`src/core/pin_level_pkg.sv`:
```
package pin_level_pkg;

  localparam int PORT_COUNT = 13;
  localparam int PORT_WIDTH = 8;
  localparam int ADDR_WIDTH = 20;
  localparam int SYNC_DEPTH = 3;

  localparam int NMI_PORT_INDEX = 3;
  localparam int NMI_BIT_INDEX  = 5;

  typedef logic [PORT_WIDTH-1:0] port_byte_t;
  typedef logic [ADDR_WIDTH-1:0] reg_addr_t;

  // byte offsets: ports 0..5, a..e, h, j
  localparam reg_addr_t PORT0_PIN_LEVELS = 20'h8c040;
  localparam reg_addr_t PORT1_PIN_LEVELS = 20'h8c041;
  localparam reg_addr_t PORT2_PIN_LEVELS = 20'h8c042;
  localparam reg_addr_t PORT3_PIN_LEVELS = 20'h8c043;
  localparam reg_addr_t PORT4_PIN_LEVELS = 20'h8c044;
  localparam reg_addr_t PORT5_PIN_LEVELS = 20'h8c045;
  localparam reg_addr_t PORTA_PIN_LEVELS = 20'h8c044;
  localparam reg_addr_t PORTB_PIN_LEVELS = 20'h8c04b;
  localparam reg_addr_t PORTC_PIN_LEVELS = 20'h8c04c;
  localparam reg_addr_t PORTD_PIN_LEVELS = 20'h8c04d;
  localparam reg_addr_t PORTE_PIN_LEVELS = 20'h8c04e;
  localparam reg_addr_t PORTH_PIN_LEVELS = 20'h8c051;
  localparam reg_addr_t PORTJ_PIN_LEVELS = 20'h8c052;

  localparam reg_addr_t PORT_OFFSET [PORT_COUNT] = '{
    PORT0_PIN_LEVELS, PORT1_PIN_LEVELS, PORT2_PIN_LEVELS, PORT3_PIN_LEVELS,
    PORT4_PIN_LEVELS, PORT5_PIN_LEVELS, PORTA_PIN_LEVELS, PORTB_PIN_LEVELS,
    PORTC_PIN_LEVELS, PORTD_PIN_LEVELS, PORTE_PIN_LEVELS, PORTH_PIN_LEVELS,
    PORTJ_PIN_LEVELS
  };

  // which pins physically exist per port; default all present
  localparam port_byte_t PIN_PRESENT_DEFAULT = 8'hff;
  localparam port_byte_t RESERVED_READ_VALUE = 8'h00;
  localparam port_byte_t UNMAPPED_READ_VALUE = 8'h00;
  localparam port_byte_t BYTE_ZERO           = 8'h00;

  typedef struct packed {
    reg_addr_t addr;
    port_byte_t wdata;
    logic       wr;
    logic       rd;
  } reg_req_t;

  typedef struct packed {
    port_byte_t [PORT_COUNT-1:0] stage1;
    port_byte_t [PORT_COUNT-1:0] stage2;
    port_byte_t [PORT_COUNT-1:0] stage3;
    port_byte_t [PORT_COUNT-1:0] level;
    port_byte_t                  rdata;
  } pin_state_t;

endpackage

```
`src/core/port_pin_input_readback.sv`:
```
// Function
// RULE1: eight-bit read-only register shows each pin level
// RULE2: readback ignores direction and function settings
// RULE3: nmi pin level appears in port3 bit5
// RULE4: absent pins reserved, writes change nothing
// RULE5: ports 0-5, a-e, h, j each register; port a shares port 4's offset, so it reads back port 4
// RULE6: pin levels synchronised before reaching read path
//
// The address-and-strobe port was decided locally.
`timescale 1ns/1ps
`default_nettype none

module port_pin_input_readback #(
  parameter pin_level_pkg::port_byte_t PIN_PRESENT [pin_level_pkg::PORT_COUNT] =
    '{default: pin_level_pkg::PIN_PRESENT_DEFAULT}
) (
  // clock and reset
  input  wire logic                                          core_clk,
  input  wire logic                                          rst,
  // pins, async to core_clk
  input  wire pin_level_pkg::port_byte_t [pin_level_pkg::PORT_COUNT-1:0] pin_level_bit,
  input  wire logic                                          nmi_pin,
  // register port
  input  wire pin_level_pkg::reg_req_t                       req,
  output var  pin_level_pkg::port_byte_t                     rdata
);
  import pin_level_pkg::*;


  ////////////////////////////////////////////////////////////////////////////

  // the whole block state; one copy registered, one copy computed
  pin_state_t state;
  pin_state_t next_state;

  // pin bytes after the nmi merge, one per port
  port_byte_t raw [PORT_COUNT];

  ////////////////////////////////////////////////////////////////////////////

  // slot of each register in the pin and offset arrays
  localparam int SLOT_PORT0 = 0;
  localparam int SLOT_PORT1 = 1;
  localparam int SLOT_PORT2 = 2;
  localparam int SLOT_PORT3 = 3;
  localparam int SLOT_PORT4 = 4;
  localparam int SLOT_PORT5 = 5;
  localparam int SLOT_PORTA = 6;
  localparam int SLOT_PORTB = 7;
  localparam int SLOT_PORTC = 8;
  localparam int SLOT_PORTD = 9;
  localparam int SLOT_PORTE = 10;
  localparam int SLOT_PORTH = 11;
  localparam int SLOT_PORTJ = 12;
  localparam int SLOT_NONE  = -1;

  ////////////////////////////////////////////////////////////////////////////

  // port a shares port 4's offset; port 4 wins, so port a is unreachable
  function automatic int find_port(
    input reg_addr_t a
  );
    int hit;
    hit = SLOT_NONE;
    case (a)

      PORT0_PIN_LEVELS: begin
        hit = SLOT_PORT0;
      end

      PORT1_PIN_LEVELS: begin
        hit = SLOT_PORT1;
      end

      PORT2_PIN_LEVELS: begin
        hit = SLOT_PORT2;
      end

      PORT3_PIN_LEVELS: begin
        hit = SLOT_PORT3;
      end

      PORT4_PIN_LEVELS: begin
        hit = SLOT_PORT4;
      end

      PORT5_PIN_LEVELS: begin
        hit = SLOT_PORT5;
      end

      PORTB_PIN_LEVELS: begin
        hit = SLOT_PORTB;
      end

      PORTC_PIN_LEVELS: begin
        hit = SLOT_PORTC;
      end

      PORTD_PIN_LEVELS: begin
        hit = SLOT_PORTD;
      end

      PORTE_PIN_LEVELS: begin
        hit = SLOT_PORTE;
      end

      PORTH_PIN_LEVELS: begin
        hit = SLOT_PORTH;
      end

      PORTJ_PIN_LEVELS: begin
        hit = SLOT_PORTJ;
      end

      default: begin
        hit = SLOT_NONE;
      end

    endcase
    return hit;
  endfunction

  ////////////////////////////////////////////////////////////////////////////

  // a level bit moves only once the second and third stages agree
  function automatic port_byte_t settle(
    input port_byte_t mid,
    input port_byte_t last,
    input port_byte_t held
  );
    port_byte_t r;
    r = held;
    for (int b = 0; b < PORT_WIDTH; b++) begin
      if (mid[b] == last[b]) begin
        r[b] = last[b];
      end
    end
    return r;
  endfunction

  ////////////////////////////////////////////////////////////////////////////

  // absent pins read a fixed value rather than a floating input
  function automatic port_byte_t shape_read(
    input port_byte_t level,
    input port_byte_t present
  );
    port_byte_t r;
    r = (level & present) | (RESERVED_READ_VALUE & ~present);
    return r;
  endfunction

  ////////////////////////////////////////////////////////////////////////////

  // true when a decoded slot is a real register
  function automatic logic slot_valid(
    input int idx
  );
    logic v;
    v = 1'b0;
    if (idx >= 0) begin
      v = (idx < PORT_COUNT);
    end
    return v;
  endfunction

  // nmi level replaces port3 bit5 before synchronising
  genvar g;
  generate
    for (g = 0; g < PORT_COUNT; g++) begin : g_raw
      if (g == NMI_PORT_INDEX) begin : g_nmi
        always_comb begin
          raw[g] = pin_level_bit[g];
          raw[g][NMI_BIT_INDEX] = nmi_pin; // RULE3
        end
      end else begin : g_plain
        always_comb begin
          raw[g] = pin_level_bit[g]; // RULE2
        end
      end
    end
  endgenerate

  ////////////////////////////////////////////////////////////////////////////

  always_comb begin
    int idx;
    idx = -1;
    next_state = state;

    // three synchroniser flops and a level flop per pin; the first may go metastable, so only later ones decide
    for (int i = 0; i < PORT_COUNT; i++) begin

      next_state.stage1[i] = raw[i]; // RULE6

      next_state.stage2[i] = state.stage1[i];

      next_state.stage3[i] = state.stage2[i];

      next_state.level[i] = settle(state.stage2[i], state.stage3[i], state.level[i]); // RULE6

    end

    // read data only in the cycle after the strobe; writes are ignored
    next_state.rdata = BYTE_ZERO; // RULE4

    if (req.rd) begin

      idx = find_port(req.addr);

      if (slot_valid(idx)) begin

        // reserved bits are undefined to software; a fixed value keeps reads repeatable
        next_state.rdata = shape_read(state.level[idx], PIN_PRESENT[idx]); // RULE1 RULE4 RULE5

      end else begin

        next_state.rdata = UNMAPPED_READ_VALUE;

      end

    end

  end

  ////////////////////////////////////////////////////////////////////////////

  always_ff @(posedge core_clk or posedge rst) begin
    if (rst) begin
      state <= '0;
    end else begin
      state <= next_state;
    end
  end


  ////////////////////////////////////////////////////////////////////////////

  // output straight from the register; zero whenever no read was taken
  assign rdata = state.rdata;

  ////////////////////////////////////////////////////////////////////////////

endmodule

`default_nettype wire

```
`config.mk`:
```
export PLATFORM = sky130hd
export DESIGN_NAME = port_pin_input_readback
export DESIGN_NICKNAME = d
export VERILOG_FILES = /design/src/core/pin_level_pkg.sv /design/src/core/port_pin_input_readback.sv
export SDC_FILE = /design/constraint.sdc
export NUM_CORES = 1
export LEC_CHECK = 0
export BUFFER_PORTS_ARGS = -buffer_cell sky130_fd_sc_hd__buf_4
export CORE_UTILIZATION = 60
export DETAILED_ROUTE_END_ITERATION = 6
export GPL_ROUTABILITY_DRIVEN = 0
export PLACE_DENSITY = 0.81
export SLEW_MARGIN = 20
export SYNTH_ARGS = -nofsm -noshare
export SYNTH_HDL_FRONTEND = slang
export SYNTH_SLANG_ARGS = --single-unit
```
`constraint.sdc`:
```
create_clock -name core_clk -period 39.1 [get_ports core_clk]
set_clock_uncertainty 0.15 [all_clocks]
set_input_delay 5.865 -clock core_clk [delete_from_list [all_inputs] [get_ports core_clk]]
set_output_delay 5.865 -clock core_clk [all_outputs]
set_load 0.01 [all_outputs]
```
* After elaboration in Yosys (flattened, before gate mapping) *
Memories as Yosys holds them, arrays and structs flattened.
Cells that the tools add are included.
Widths: inputs -> output; s select.

storage, ports and cells
  output and inout port bits = 8
  bits of input ports = 137
  register bits after elaboration = 424
  bits in read-only memories = 128
  memories = 1
  logic and storage cells = 278

cells by class
  bitwise gates (word level) = 2
  mux-type cells = 11
  eq/ne operators = 116
  magnitude comparators = 4

memories
  memory            depth  bits a word  rd ports  clocked after Yosys merged registers in  wr ports  RTL line                        text
  (name not given)  16     8            1         0                                        0         port_pin_input_readback.sv:214  next_state.rdata = shape_read(state.level[idx], PIN_PRESENT[idx]);

operator list
  cell                  number
  $pmux 32 s12          1
  $eq 20x20->1 const B  12
  $eq 1x1->1            104
  $mux 8                6
  $bmux 8 s4            1
  $ge 32x1->1 const B   1
  $ge 32x5->1 const B   1
  $lt 32x5->1 const B   1
  $lt 32x6->1 const B   1
  $mux 32               1
  $not 32->32           1
  $and 8x8->8           1
  $mux 1                2

* Depth between registers and ports, before layout *
Gate-level depths: netlist of the first run.

  depth in word-level cells = 10
  mapped depth = 9
  mapped depth without buffers = 6

* Worst setup path after synthesis of the first run *
OpenSTA, ideal clock, no wires.

  path type = input port to flip-flop
  from = in req[13] in the netlist's numbering
  to = reg state, in the netlist rdata[0]
  required time = 38.824 ns
  data arrival time = 7.375 ns
  slack = 31.449 ns
  stages on the path = 8
  path buffers = 2
  setup time = 0.126 ns
  cell sequence = buf_2 -> nor2b_1 -> o32ai_1 -> buf_2 -> mux2_2 -> a22oi_1 -> a21oi_1 -> o32a_1

RTL lines
  what                    RTL line                        text
  start: declaration      port_pin_input_readback.sv:24   input wire pin_level_pkg::reg_req_t req,
  end signal: assignment  port_pin_input_readback.sv:232  state <= next_state;
  end: declaration        port_pin_input_readback.sv:33   pin_state_t state;

==> reports/metrics.cfg, run 1 <==
[floorplanning]
rows=53
die_y_um=150.1
initial_core_util_pct=61.85
core_sq_um=21290
ios=145
die_x_um=150.1
die_area_sq_um=22540

[power_and_ir_drop]
p_seq_share_pct=52.8
p_clk_share_pct=43.0
power.total_uw=910.5
p_int_uw=719.5
power.density_nw_per_um2=57.56
ir_worst_vdd_v=0.00004590
power_frac_comb_pct=4.2
switching_share_pct=20.97
p_sw_uw=190.9
leakage_uw=0.006963

[place]
place_hpwl_mm=15.29
pre_cts_ws_ns=30.24
placed_area_sq_um=14430
port_buffers=134

[cts]
insertion_delay_ns=0.52
cts-buffers-inserted=41
clock_path_buffers=3
cts_sinks=424
hold_buffers=0
root_buffer=clkbuf_16
cts_tree=built
cts_setup_buffers=0
cts-resized-gates=0
clk_pin_slew_ns=0.06
htreeDepth=2

[sta]
worst_slack_ns=30.69
finalCritPeriodShare_pct=21.51
worst_slew_pin_slew_ns=0.9780
rsz0062_at_grt=no
slew_violations=0
finalSetupTns_ns=0
period_minus_slack_ns=8.410
fmax_ghz=0.1189
setup_viol=0
relSlewSlack_pct=34.80
hold_violations=0

[yosys]
yosysMostFrequentCell=dfrtp_1
synthesis.area_sq_um=13170
syn_nets=884
ys_seq_area_share_pct=80.59
syn_area_per_cell_sq_um=17.62
synth_largest_area_cell=dfrtp_1
ys_warn_count=0
async_reset_ff_share_pct=100.0
synth_top_area_share_pct=80.59
synth.top_cells.by_area=dfrtp_1 81%, maj3_1 7.9%, a21oi_1 1.0%
synth_edf_count=0
synth_cells=747
netlist-cell-type-count=56
ys_seq_elements=424
synth_ff_type=dfrtp_1
synth_commonest_cells=424 x dfrtp_1, 104 x maj3_1, 36 x nand2_1

[routing]
drc=0
wl_per_cell_um=20.21
ant_nets=0
drtPass1Iterations=4
routed_wl_mm=24.56
vias=6638
avgViaCountPerCell=5.463
first_iter_violations=552

[critical_path]
cp_data_arrival_time_ns=8.70
start_kind=primary input
cpMostUsedCell=buf_4
slowest_stage=and4_1
critPathMaxStageDelay_ns=0.57
required_ns=39.39
crit_type=primary input to register
cp_max_fo=23
critPathCaptureType=register
crit_chain=buf_4, nor4_1, and4_1, o21a_1, buf_4, a221oi_1, a211oi_1, o32a_1

[final_layout]
final_net_count=1045
n_antenna_cell=0
drive_gt1_share_pct=24.57
finalInstanceArea_sq_um=15820
syn_to_final_growth_pct=20.16

[global_routing]
grt_remaining_overflow=0
first_global_vias=7197
antenna_found_initial=0
grt_max_degree=109
grt_pass1_wl_mm=38.11
grt_usage_pct=22.79

[hold_path]
hold_class=register to register

[status]
outcome=finished, final reports clean

[run]
max-cap-violations=0

-- cell type report --
cell class	count	area, sq um
flip-flops and latches	424	10610
fillers	1228	5468
multi-input cells	296	2397
clock buffers	61	1201
repair buffers	141	1079
well taps	275	344.1
clock inverters	14	165.2
inverters	4	22.52
-- through the flow --
step                      hold slack (ns)  utilization, %  std cells
after floorplan                    0.1812               -        747
after global placement             0.1822           67.77       1139
after detailed placement           0.1847           67.77       1139
after CTS                          0.1955           74.18       1214
after global routing               0.2008           74.31       1215
final                              0.1939           74.31       1215
-- cells by family after synthesis --
logic type	after synthesis	share of synthesized area (%)
buf+inv	27	1.254
compound gates	86	4.847
mux	19	1.578
flops	424	80.59
simple gates	87	3.821
fa+ha+maj	104	7.907
-- worst max-delay path: cells and delay by family --
family	cells	cell delay [ns]
AO/OA/AOI/OAI	4	1.27
AND/OR/NAND/NOR	2	1.06
buffers and inverters	2	0.47
-- final timing paths --
| check | start | to | slack, ns | cells past startpoint |
|---|---|---|---|---|
| worst min register to register | next_state[230] | next_state[126] | 0.19 | 0 |
| max in group asynchronous | rst | state[139] | 31.29 | 5 |
| min in group asynchronous | rst | next_state[299] | 5.32 | 2 |
| worst max-delay path | req[20] | rdata[6] | 30.69 | 8 |
| worst max register to register | state[22] | rdata[6] | 37.48 | 3 |
| worst min-delay path | next_state[230] | next_state[126] | 0.19 | 0 |
-- registers in the layout, indices dropped and copies added (netlist names) --
signal / flops
rdata: 8
state: 208
next_state: 208
-- cell usage in the layout, fill, tap and decap left out, types with 8 or more instances in the layout --
cell type | Yosys | routed
maj3_1 | 104 | 104
a22oi_1 | 15 | 15
clkbuf_16 | 0 | 41
buf_4 | 9 | 140
nand2_1 | 36 | 36
clkbuf_8 | 0 | 10
a21oi_1 | 27 | 27
mux2_2 | 10 | 10
mux2i_1 | 8 | 8
clkbuf_1 | 0 | 10
dfrtp_1 | 424 | 424
nor2_1 | 14 | 14
-- routing by layer --
metal / GRT usage (%) / up-vias / share of wire [%] / wire, um
met2: 38.89 / 205 / 52 / 12660
met4: 7.020 / 0 / 2.3 / 563
li1: - / 2919 / - / -
met5: 0 / - / 0 / 0
met3: 3.970 / 50 / 5.3 / 1308
met1: 30.33 / 3464 / 41 / 10030
-- power groups by stage --
| stage | logic (uW) | clock network (uW) | registers [uW] |
|---|---|---|---|
| global placement | 36.8 | 0 | 486 |
| detailed placement | 38.2 | 0 | 488 |
| CTS | 38.8 | 398 | 481 |
| finish | 38.4 | 391 | 481 |
| global route | 42.5 | 416 | 483 |
| floorplan | 22.4 | 0 | 483 |
(Power assumes the default switching activity.)
==> run 2, diff against run 1 <==
--- a/config.mk
+++ b/config.mk
@@ -6,10 +6,10 @@
 export NUM_CORES = 1
 export LEC_CHECK = 0
 export BUFFER_PORTS_ARGS = -buffer_cell sky130_fd_sc_hd__buf_4
-export CORE_UTILIZATION = 60
+export CORE_UTILIZATION = 57
 export DETAILED_ROUTE_END_ITERATION = 6
 export GPL_ROUTABILITY_DRIVEN = 0
-export PLACE_DENSITY = 0.81
+export PLACE_DENSITY = 0.78
 export SLEW_MARGIN = 20
 export SYNTH_ARGS = -nofsm -noshare
 export SYNTH_HDL_FRONTEND = slang
==> constraint.sdc (replaced) <==
create_clock -name core_clk -period 8.4 [get_ports core_clk]
set_clock_uncertainty 0.15 [all_clocks]
set_input_delay 1.26 -clock core_clk [delete_from_list [all_inputs] [get_ports core_clk]]
set_output_delay 1.26 -clock core_clk [all_outputs]
set_load 0.01 [all_outputs]
==> reports/metrics.cfg, run 2 (same netlist as run 1, synthesis figures left out) <==
[global_routing]
grt_pass1_wl_mm=37.76  ; was 38.11 mm
antenna_found_initial=0  ; unchanged
first_global_vias=6962  ; was 7197
grt_remaining_overflow=0  ; unchanged
grt_max_degree=172  ; was 109
grt_usage_pct=21.12  ; was 22.79%

[final_layout]
final_net_count=1044  ; was 1045
n_antenna_cell=0  ; unchanged
drive_gt1_share_pct=24.52  ; was 24.57%
finalNonFillerCells=1223  ; was 1215
syn_to_final_growth_pct=20.31  ; was 20.16%
mostFrequentLayoutCells=424 x dfrtp_1, 139 x buf_4, 104 x maj3_1, 41 x clkbuf_16, 36 x nand2_1  ; was 424 x dfrtp_1, 140 x buf_4, 104 x maj3_1, 41 x clkbuf_16, 36 x nand2_1
fillers=1416  ; was 1228
layout.cells.most_common=dfrtp_1  ; unchanged
finalInstanceArea_sq_um=15840  ; was 15820 sq um

[critical_path]
cp_data_arrival_time_ns=4.25  ; was 8.70 ns
cp_max_fo=23  ; unchanged
start_kind=primary input  ; unchanged
crit_type=primary input to register  ; unchanged
critPathCaptureType=register  ; unchanged
rrSetupSlack_ns=6.81  ; was 37.48 ns
required_ns=8.70  ; was 39.39 ns

[sta]
finalCritPeriodShare_pct=47.04
hold_violations=0  ; unchanged
rsz0062_at_grt=no  ; unchanged
period_minus_slack_ns=3.951
relSlewSlack_pct=34.85  ; was 34.80%
slew_violations=0  ; unchanged
finalSetupTns_ns=0  ; unchanged
worst_slew_pin_slew_ns=0.9773  ; was 0.9780 ns
fmax_ghz=0.2531
setup_viol=0  ; unchanged

[floorplanning]
die_y_um=154.0  ; was 150.1 um
ios=145  ; unchanged
die_x_um=154.0  ; was 150.1 um
die_area_sq_um=23710  ; was 22540 sq um
core_sq_um=22640  ; was 21290 sq um
rows=55  ; was 53
initial_core_util_pct=58.15  ; was 61.85%

[cts]
hold_buffers=0  ; unchanged
clock_path_buffers=3  ; unchanged
root_buffer=clkbuf_16  ; unchanged
cts_setup_buffers=0  ; unchanged
htreeDepth=2  ; unchanged
cts-resized-gates=0  ; unchanged
cts-buffers-inserted=41  ; unchanged
cts_sinks=424  ; unchanged
clk_pin_slew_ns=0.06  ; about the same
insertion_delay_ns=0.53  ; was 0.52 ns
cts_tree=built  ; unchanged

[place]
placed_area_sq_um=14450  ; was 14430 sq um
place_hpwl_mm=14.60  ; was 15.29 mm
port_buffers=134  ; unchanged
dpl.cell_count=1149  ; was 1139

[routing]
wl_per_cell_um=19.33  ; was 20.21 um
vias=6548  ; was 6638
routed_wl_mm=23.64  ; was 24.56 mm
first_iter_violations=434  ; was 552
ant_nets=0  ; unchanged
drc=0  ; unchanged
drtPass1Iterations=5  ; was 4
avgViaCountPerCell=5.354  ; was 5.463

[status]
outcome=finished, final reports clean  ; unchanged

[power_and_ir_drop]
p_sw_uw=873.8  ; was 190.9 uW
power.density_nw_per_um2=269.1  ; was 57.56 nW/um^2
leakage_uw=0.006960  ; was 0.006963 uW
p_seq_share_pct=52.5  ; was 52.8%
power_frac_comb_pct=4.1  ; was 4.2%
switching_share_pct=20.50  ; was 20.97%
p_int_uw=3389  ; was 719.5 uW
p_clk_share_pct=43.4  ; was 43.0%
ir_worst_vdd_v=0.0001947  ; was 0.00004590 V

[hold_path]
hold_class=register to register  ; unchanged

[run]
max-cap-violations=0  ; unchanged

-- run 2: power by group through the flow --
stage	clock (uW)	sequential, uW	combinational (uW)
global placement	0	2260	171
finish	1850	2240	175
detailed placement	0	2270	176
global route	1970	2250	196
CTS	1900	2240	179
floorplan	0	2250	105
-- run 2: layout make-up --
cell class | count | area, sq um | share of cell area [%]
sequential | 424 | 10610 | 66.99
multi-input combinational | 296 | 2397 | 15.14
tap | 285 | 356.6 | 2.251
timing repair buffer | 140 | 1064 | 6.715
clock inverter | 16 | 222.7 | 1.406
inverter | 4 | 18.77 | 0.1185
clock buffer | 58 | 1170 | 7.386
-- run 2: stage by stage --
step	power, uW	worst slack [ns]	util (%)	hold WS, ns
5_1_grt	4416	4.354	69.96	0.1948
3_5_place_dp	2447	4.108	63.81	0.1847
4_1_cts	4313	4.545	69.96	0.1907
2_1_floorplan	2355	1.269	-	0.1812
3_3_place_gp	2434	4.163	63.81	0.1832
6_report	4262	4.449	69.96	0.1906
-- run 2: worst max-delay path, stage by stage --
cell,delay [ns]
buf_4,0.11
nor3b_1,0.50
and4_1,0.64
o21a_1,0.36
buf_4,0.36
a221oi_1,0.14
a211oi_1,0.60
o32a_1,0.27
-- run 2: layer usage --
layer	track usage [%]	vias to the layer above	wire length [um]	share of wire [%]
met3	3.777	32	1163	4.9
met5	0	-	0	0
li1	-	2924	-	-
met1	29.14	3402	10150	43
met2	34.81	190	11850	50
met4	6.524	0	476	2.0
-- run 2: worst paths after layout --
path,from,to,cells after the start
max,req[18],rdata[6],8
min,next_state[299],next_state[195],0
max reg2reg,state[18],rdata[2],3
min reg2reg,next_state[299],next_state[195],0
max in group asynchronous,rst,state[169],4
min in group asynchronous,rst,next_state[195],2
==> run 3, diff against run 2 <==
==> constraint.sdc (replaced) <==
create_clock -name core_clk -period 3.98 [get_ports core_clk]
set_clock_uncertainty 0.15 [all_clocks]
set_input_delay 0.597 -clock core_clk [delete_from_list [all_inputs] [get_ports core_clk]]
set_output_delay 0.597 -clock core_clk [all_outputs]
set_load 0.01 [all_outputs]
==> reports/metrics.cfg, run 3 (same netlist as run 1, synthesis figures left out) <==
[place]
pre_cts_ws_ns=0.6784  ; was 4.108 ns
port_buffers=134  ; unchanged
place_hpwl_mm=15.10  ; was 14.60 mm

[floorplanning]
die_y_um=154.0  ; unchanged
core_sq_um=22640  ; unchanged
die_x_um=154.0  ; unchanged
die_area_sq_um=23710  ; unchanged
rows=55  ; unchanged
ios=145  ; unchanged
initial_core_util_pct=58.15  ; unchanged

[final_layout]
final_core_util_pct=70.20  ; was 69.96%
final_net_count=1050  ; was 1044
n_antenna_cell=0  ; unchanged
mostFrequentLayoutCells=424 x dfrtp_1, 141 x buf_4, 104 x maj3_1, 41 x clkbuf_16, 36 x nand2_1  ; was 424 x dfrtp_1, 139 x buf_4, 104 x maj3_1, 41 x clkbuf_16, 36 x nand2_1
syn_to_final_growth_pct=20.72  ; was 20.31%
drive_gt1_share_pct=24.34  ; was 24.52%
layout.cells.most_common=dfrtp_1  ; unchanged

[status]
outcome=complete, but fails checks  ; was finished, final reports clean
violations=hold timing

[sta]
setup_viol=0  ; unchanged
relSlewSlack_pct=49.48  ; was 34.85%
rsz0062_at_grt=no  ; unchanged
hold_violations=19  ; was 0
finalSetupTns_ns=0  ; unchanged
slew_violations=0  ; unchanged
hold_slack_ns=-0.007656  ; was 0.1906 ns
period_minus_slack_ns=2.884
fmax_ghz=0.3467
worst_slack_ns=1.096  ; was 4.449 ns
worst_slew_pin_slew_ns=0.7550  ; was 0.9773 ns
finalCritPeriodShare_pct=72.47

[cts]
cts_tree=built  ; unchanged
cts-resized-gates=0  ; unchanged
insertion_delay_ns=0.52  ; was 0.53 ns
cts_sinks=424  ; unchanged
clk_pin_slew_ns=0.06  ; about the same
hold_buffers=0  ; unchanged
cts-buffers-inserted=40  ; was 41
clock_path_buffers=3  ; unchanged
cts_setup_buffers=0  ; unchanged
root_buffer=clkbuf_16  ; unchanged
htreeDepth=2  ; unchanged

[global_routing]
grt_max_degree=102  ; was 172
grt_usage_pct=22.09  ; was 21.12%
grt_pass1_wl_mm=39.43  ; was 37.76 mm
antenna_found_initial=0  ; unchanged
grt_remaining_overflow=0  ; unchanged
first_global_vias=7277  ; was 6962

[routing]
routed_wl_mm=24.27  ; was 23.64 mm
drc=0  ; unchanged
first_iter_violations=401  ; was 434
ant_nets=0  ; unchanged
vias=6537  ; was 6548
wl_per_cell_um=19.79  ; was 19.33 um
avgViaCountPerCell=5.332  ; was 5.354
drtPass1Iterations=4  ; was 5

[critical_path]
critPathCaptureType=register  ; unchanged
critPathMaxStageDelay_ns=0.55  ; was 0.64 ns
required_ns=4.28  ; was 8.70 ns
crit_type=primary input to register  ; unchanged
rrSetupSlack_ns=2.40  ; was 6.81 ns
start_kind=primary input  ; unchanged
cp_data_arrival_time_ns=3.18  ; was 4.25 ns
cpMostUsedCell=buf_4  ; unchanged
cp_max_fo=20  ; was 23
slowest_stage=nor4_1  ; was and4_1
crit_chain=buf_4, nor4_1, and4_1, o21a_1, buf_4, a22oi_1, a21oi_1, o32a_1  ; was buf_4, nor3b_1, and4_1, o21a_1, buf_4, a221oi_1, a211oi_1, o32a_1

[power_and_ir_drop]
leakage_uw=0.006984  ; was 0.006960 uW
power.total_uw=8883  ; was 4262 uW
ir_worst_vdd_v=0.0003568  ; was 0.0001947 V
power.density_nw_per_um2=558.9  ; was 269.1 nW/um^2

[hold_path]
hold_class=primary input to async pin  ; was register to register

[run]
max-cap-violations=0  ; unchanged

run 3: cell types whose count changed in the layout (fill, tap and decap cells not counted), moves of 2 or more:
cell      change
buf_12        +4
buf_4         +2
clkbuf_1      +4
clkinv_2      -3
run 3: final timing paths:
path	from	to	depth (start not counted)
worst max register to register	state[22]	rdata[6]	3
worst min-delay path	rst	next_state[126]	2
max in group asynchronous	rst	state[57]	4
worst min register to register	next_state[306]	next_state[202]	0
worst max-delay path	req[20]	rdata[7]	8
min in group core_clk	pin_level_bit[47]	next_state[263]	1
run 3: area by class of cell:
type,count,area [sq um]
inverters,4,18.77
clock inverters,9,152.6
repair buffers,147,1186
multi-input cells,296,2397
clock buffers,61,1171
fillers,1383,6748
flip-flops and latches,424,10610
well taps,285,356.6
run 3: layer usage:
layer,track usage [%],vias up,wire length (um)
met3,4.397,53,1310
met2,36.41,205,12290
li1,-,2937,-
met5,0,-,0
met1,29.04,3342,9869
met4,9.429,0,793
run 3: through the flow:
stage	cell area, sq um	std cells
final	15890	1226
after global routing	15890	1226
after CTS	15870	1225
after detailed placement	14540	1155
after global placement	14540	1155
after floorplan	13170	747
run 3: where the power goes:
| group | internal (uW) | switching, uW |
|---|---|---|
| Sequential | 4580 | 147 |
| Clock | 2290 | 1480 |
| Combinational | 202 | 182 |
| Total | 7070 | 1810 |
run 3: worst max-delay path, delay by kind of cell:
family / cells / cell delay [ns]
AND/OR/NAND/NOR: 2 / 1.03
AO/OA/AOI/OAI: 4 / 1.07
buffers and inverters: 2 / 0.48
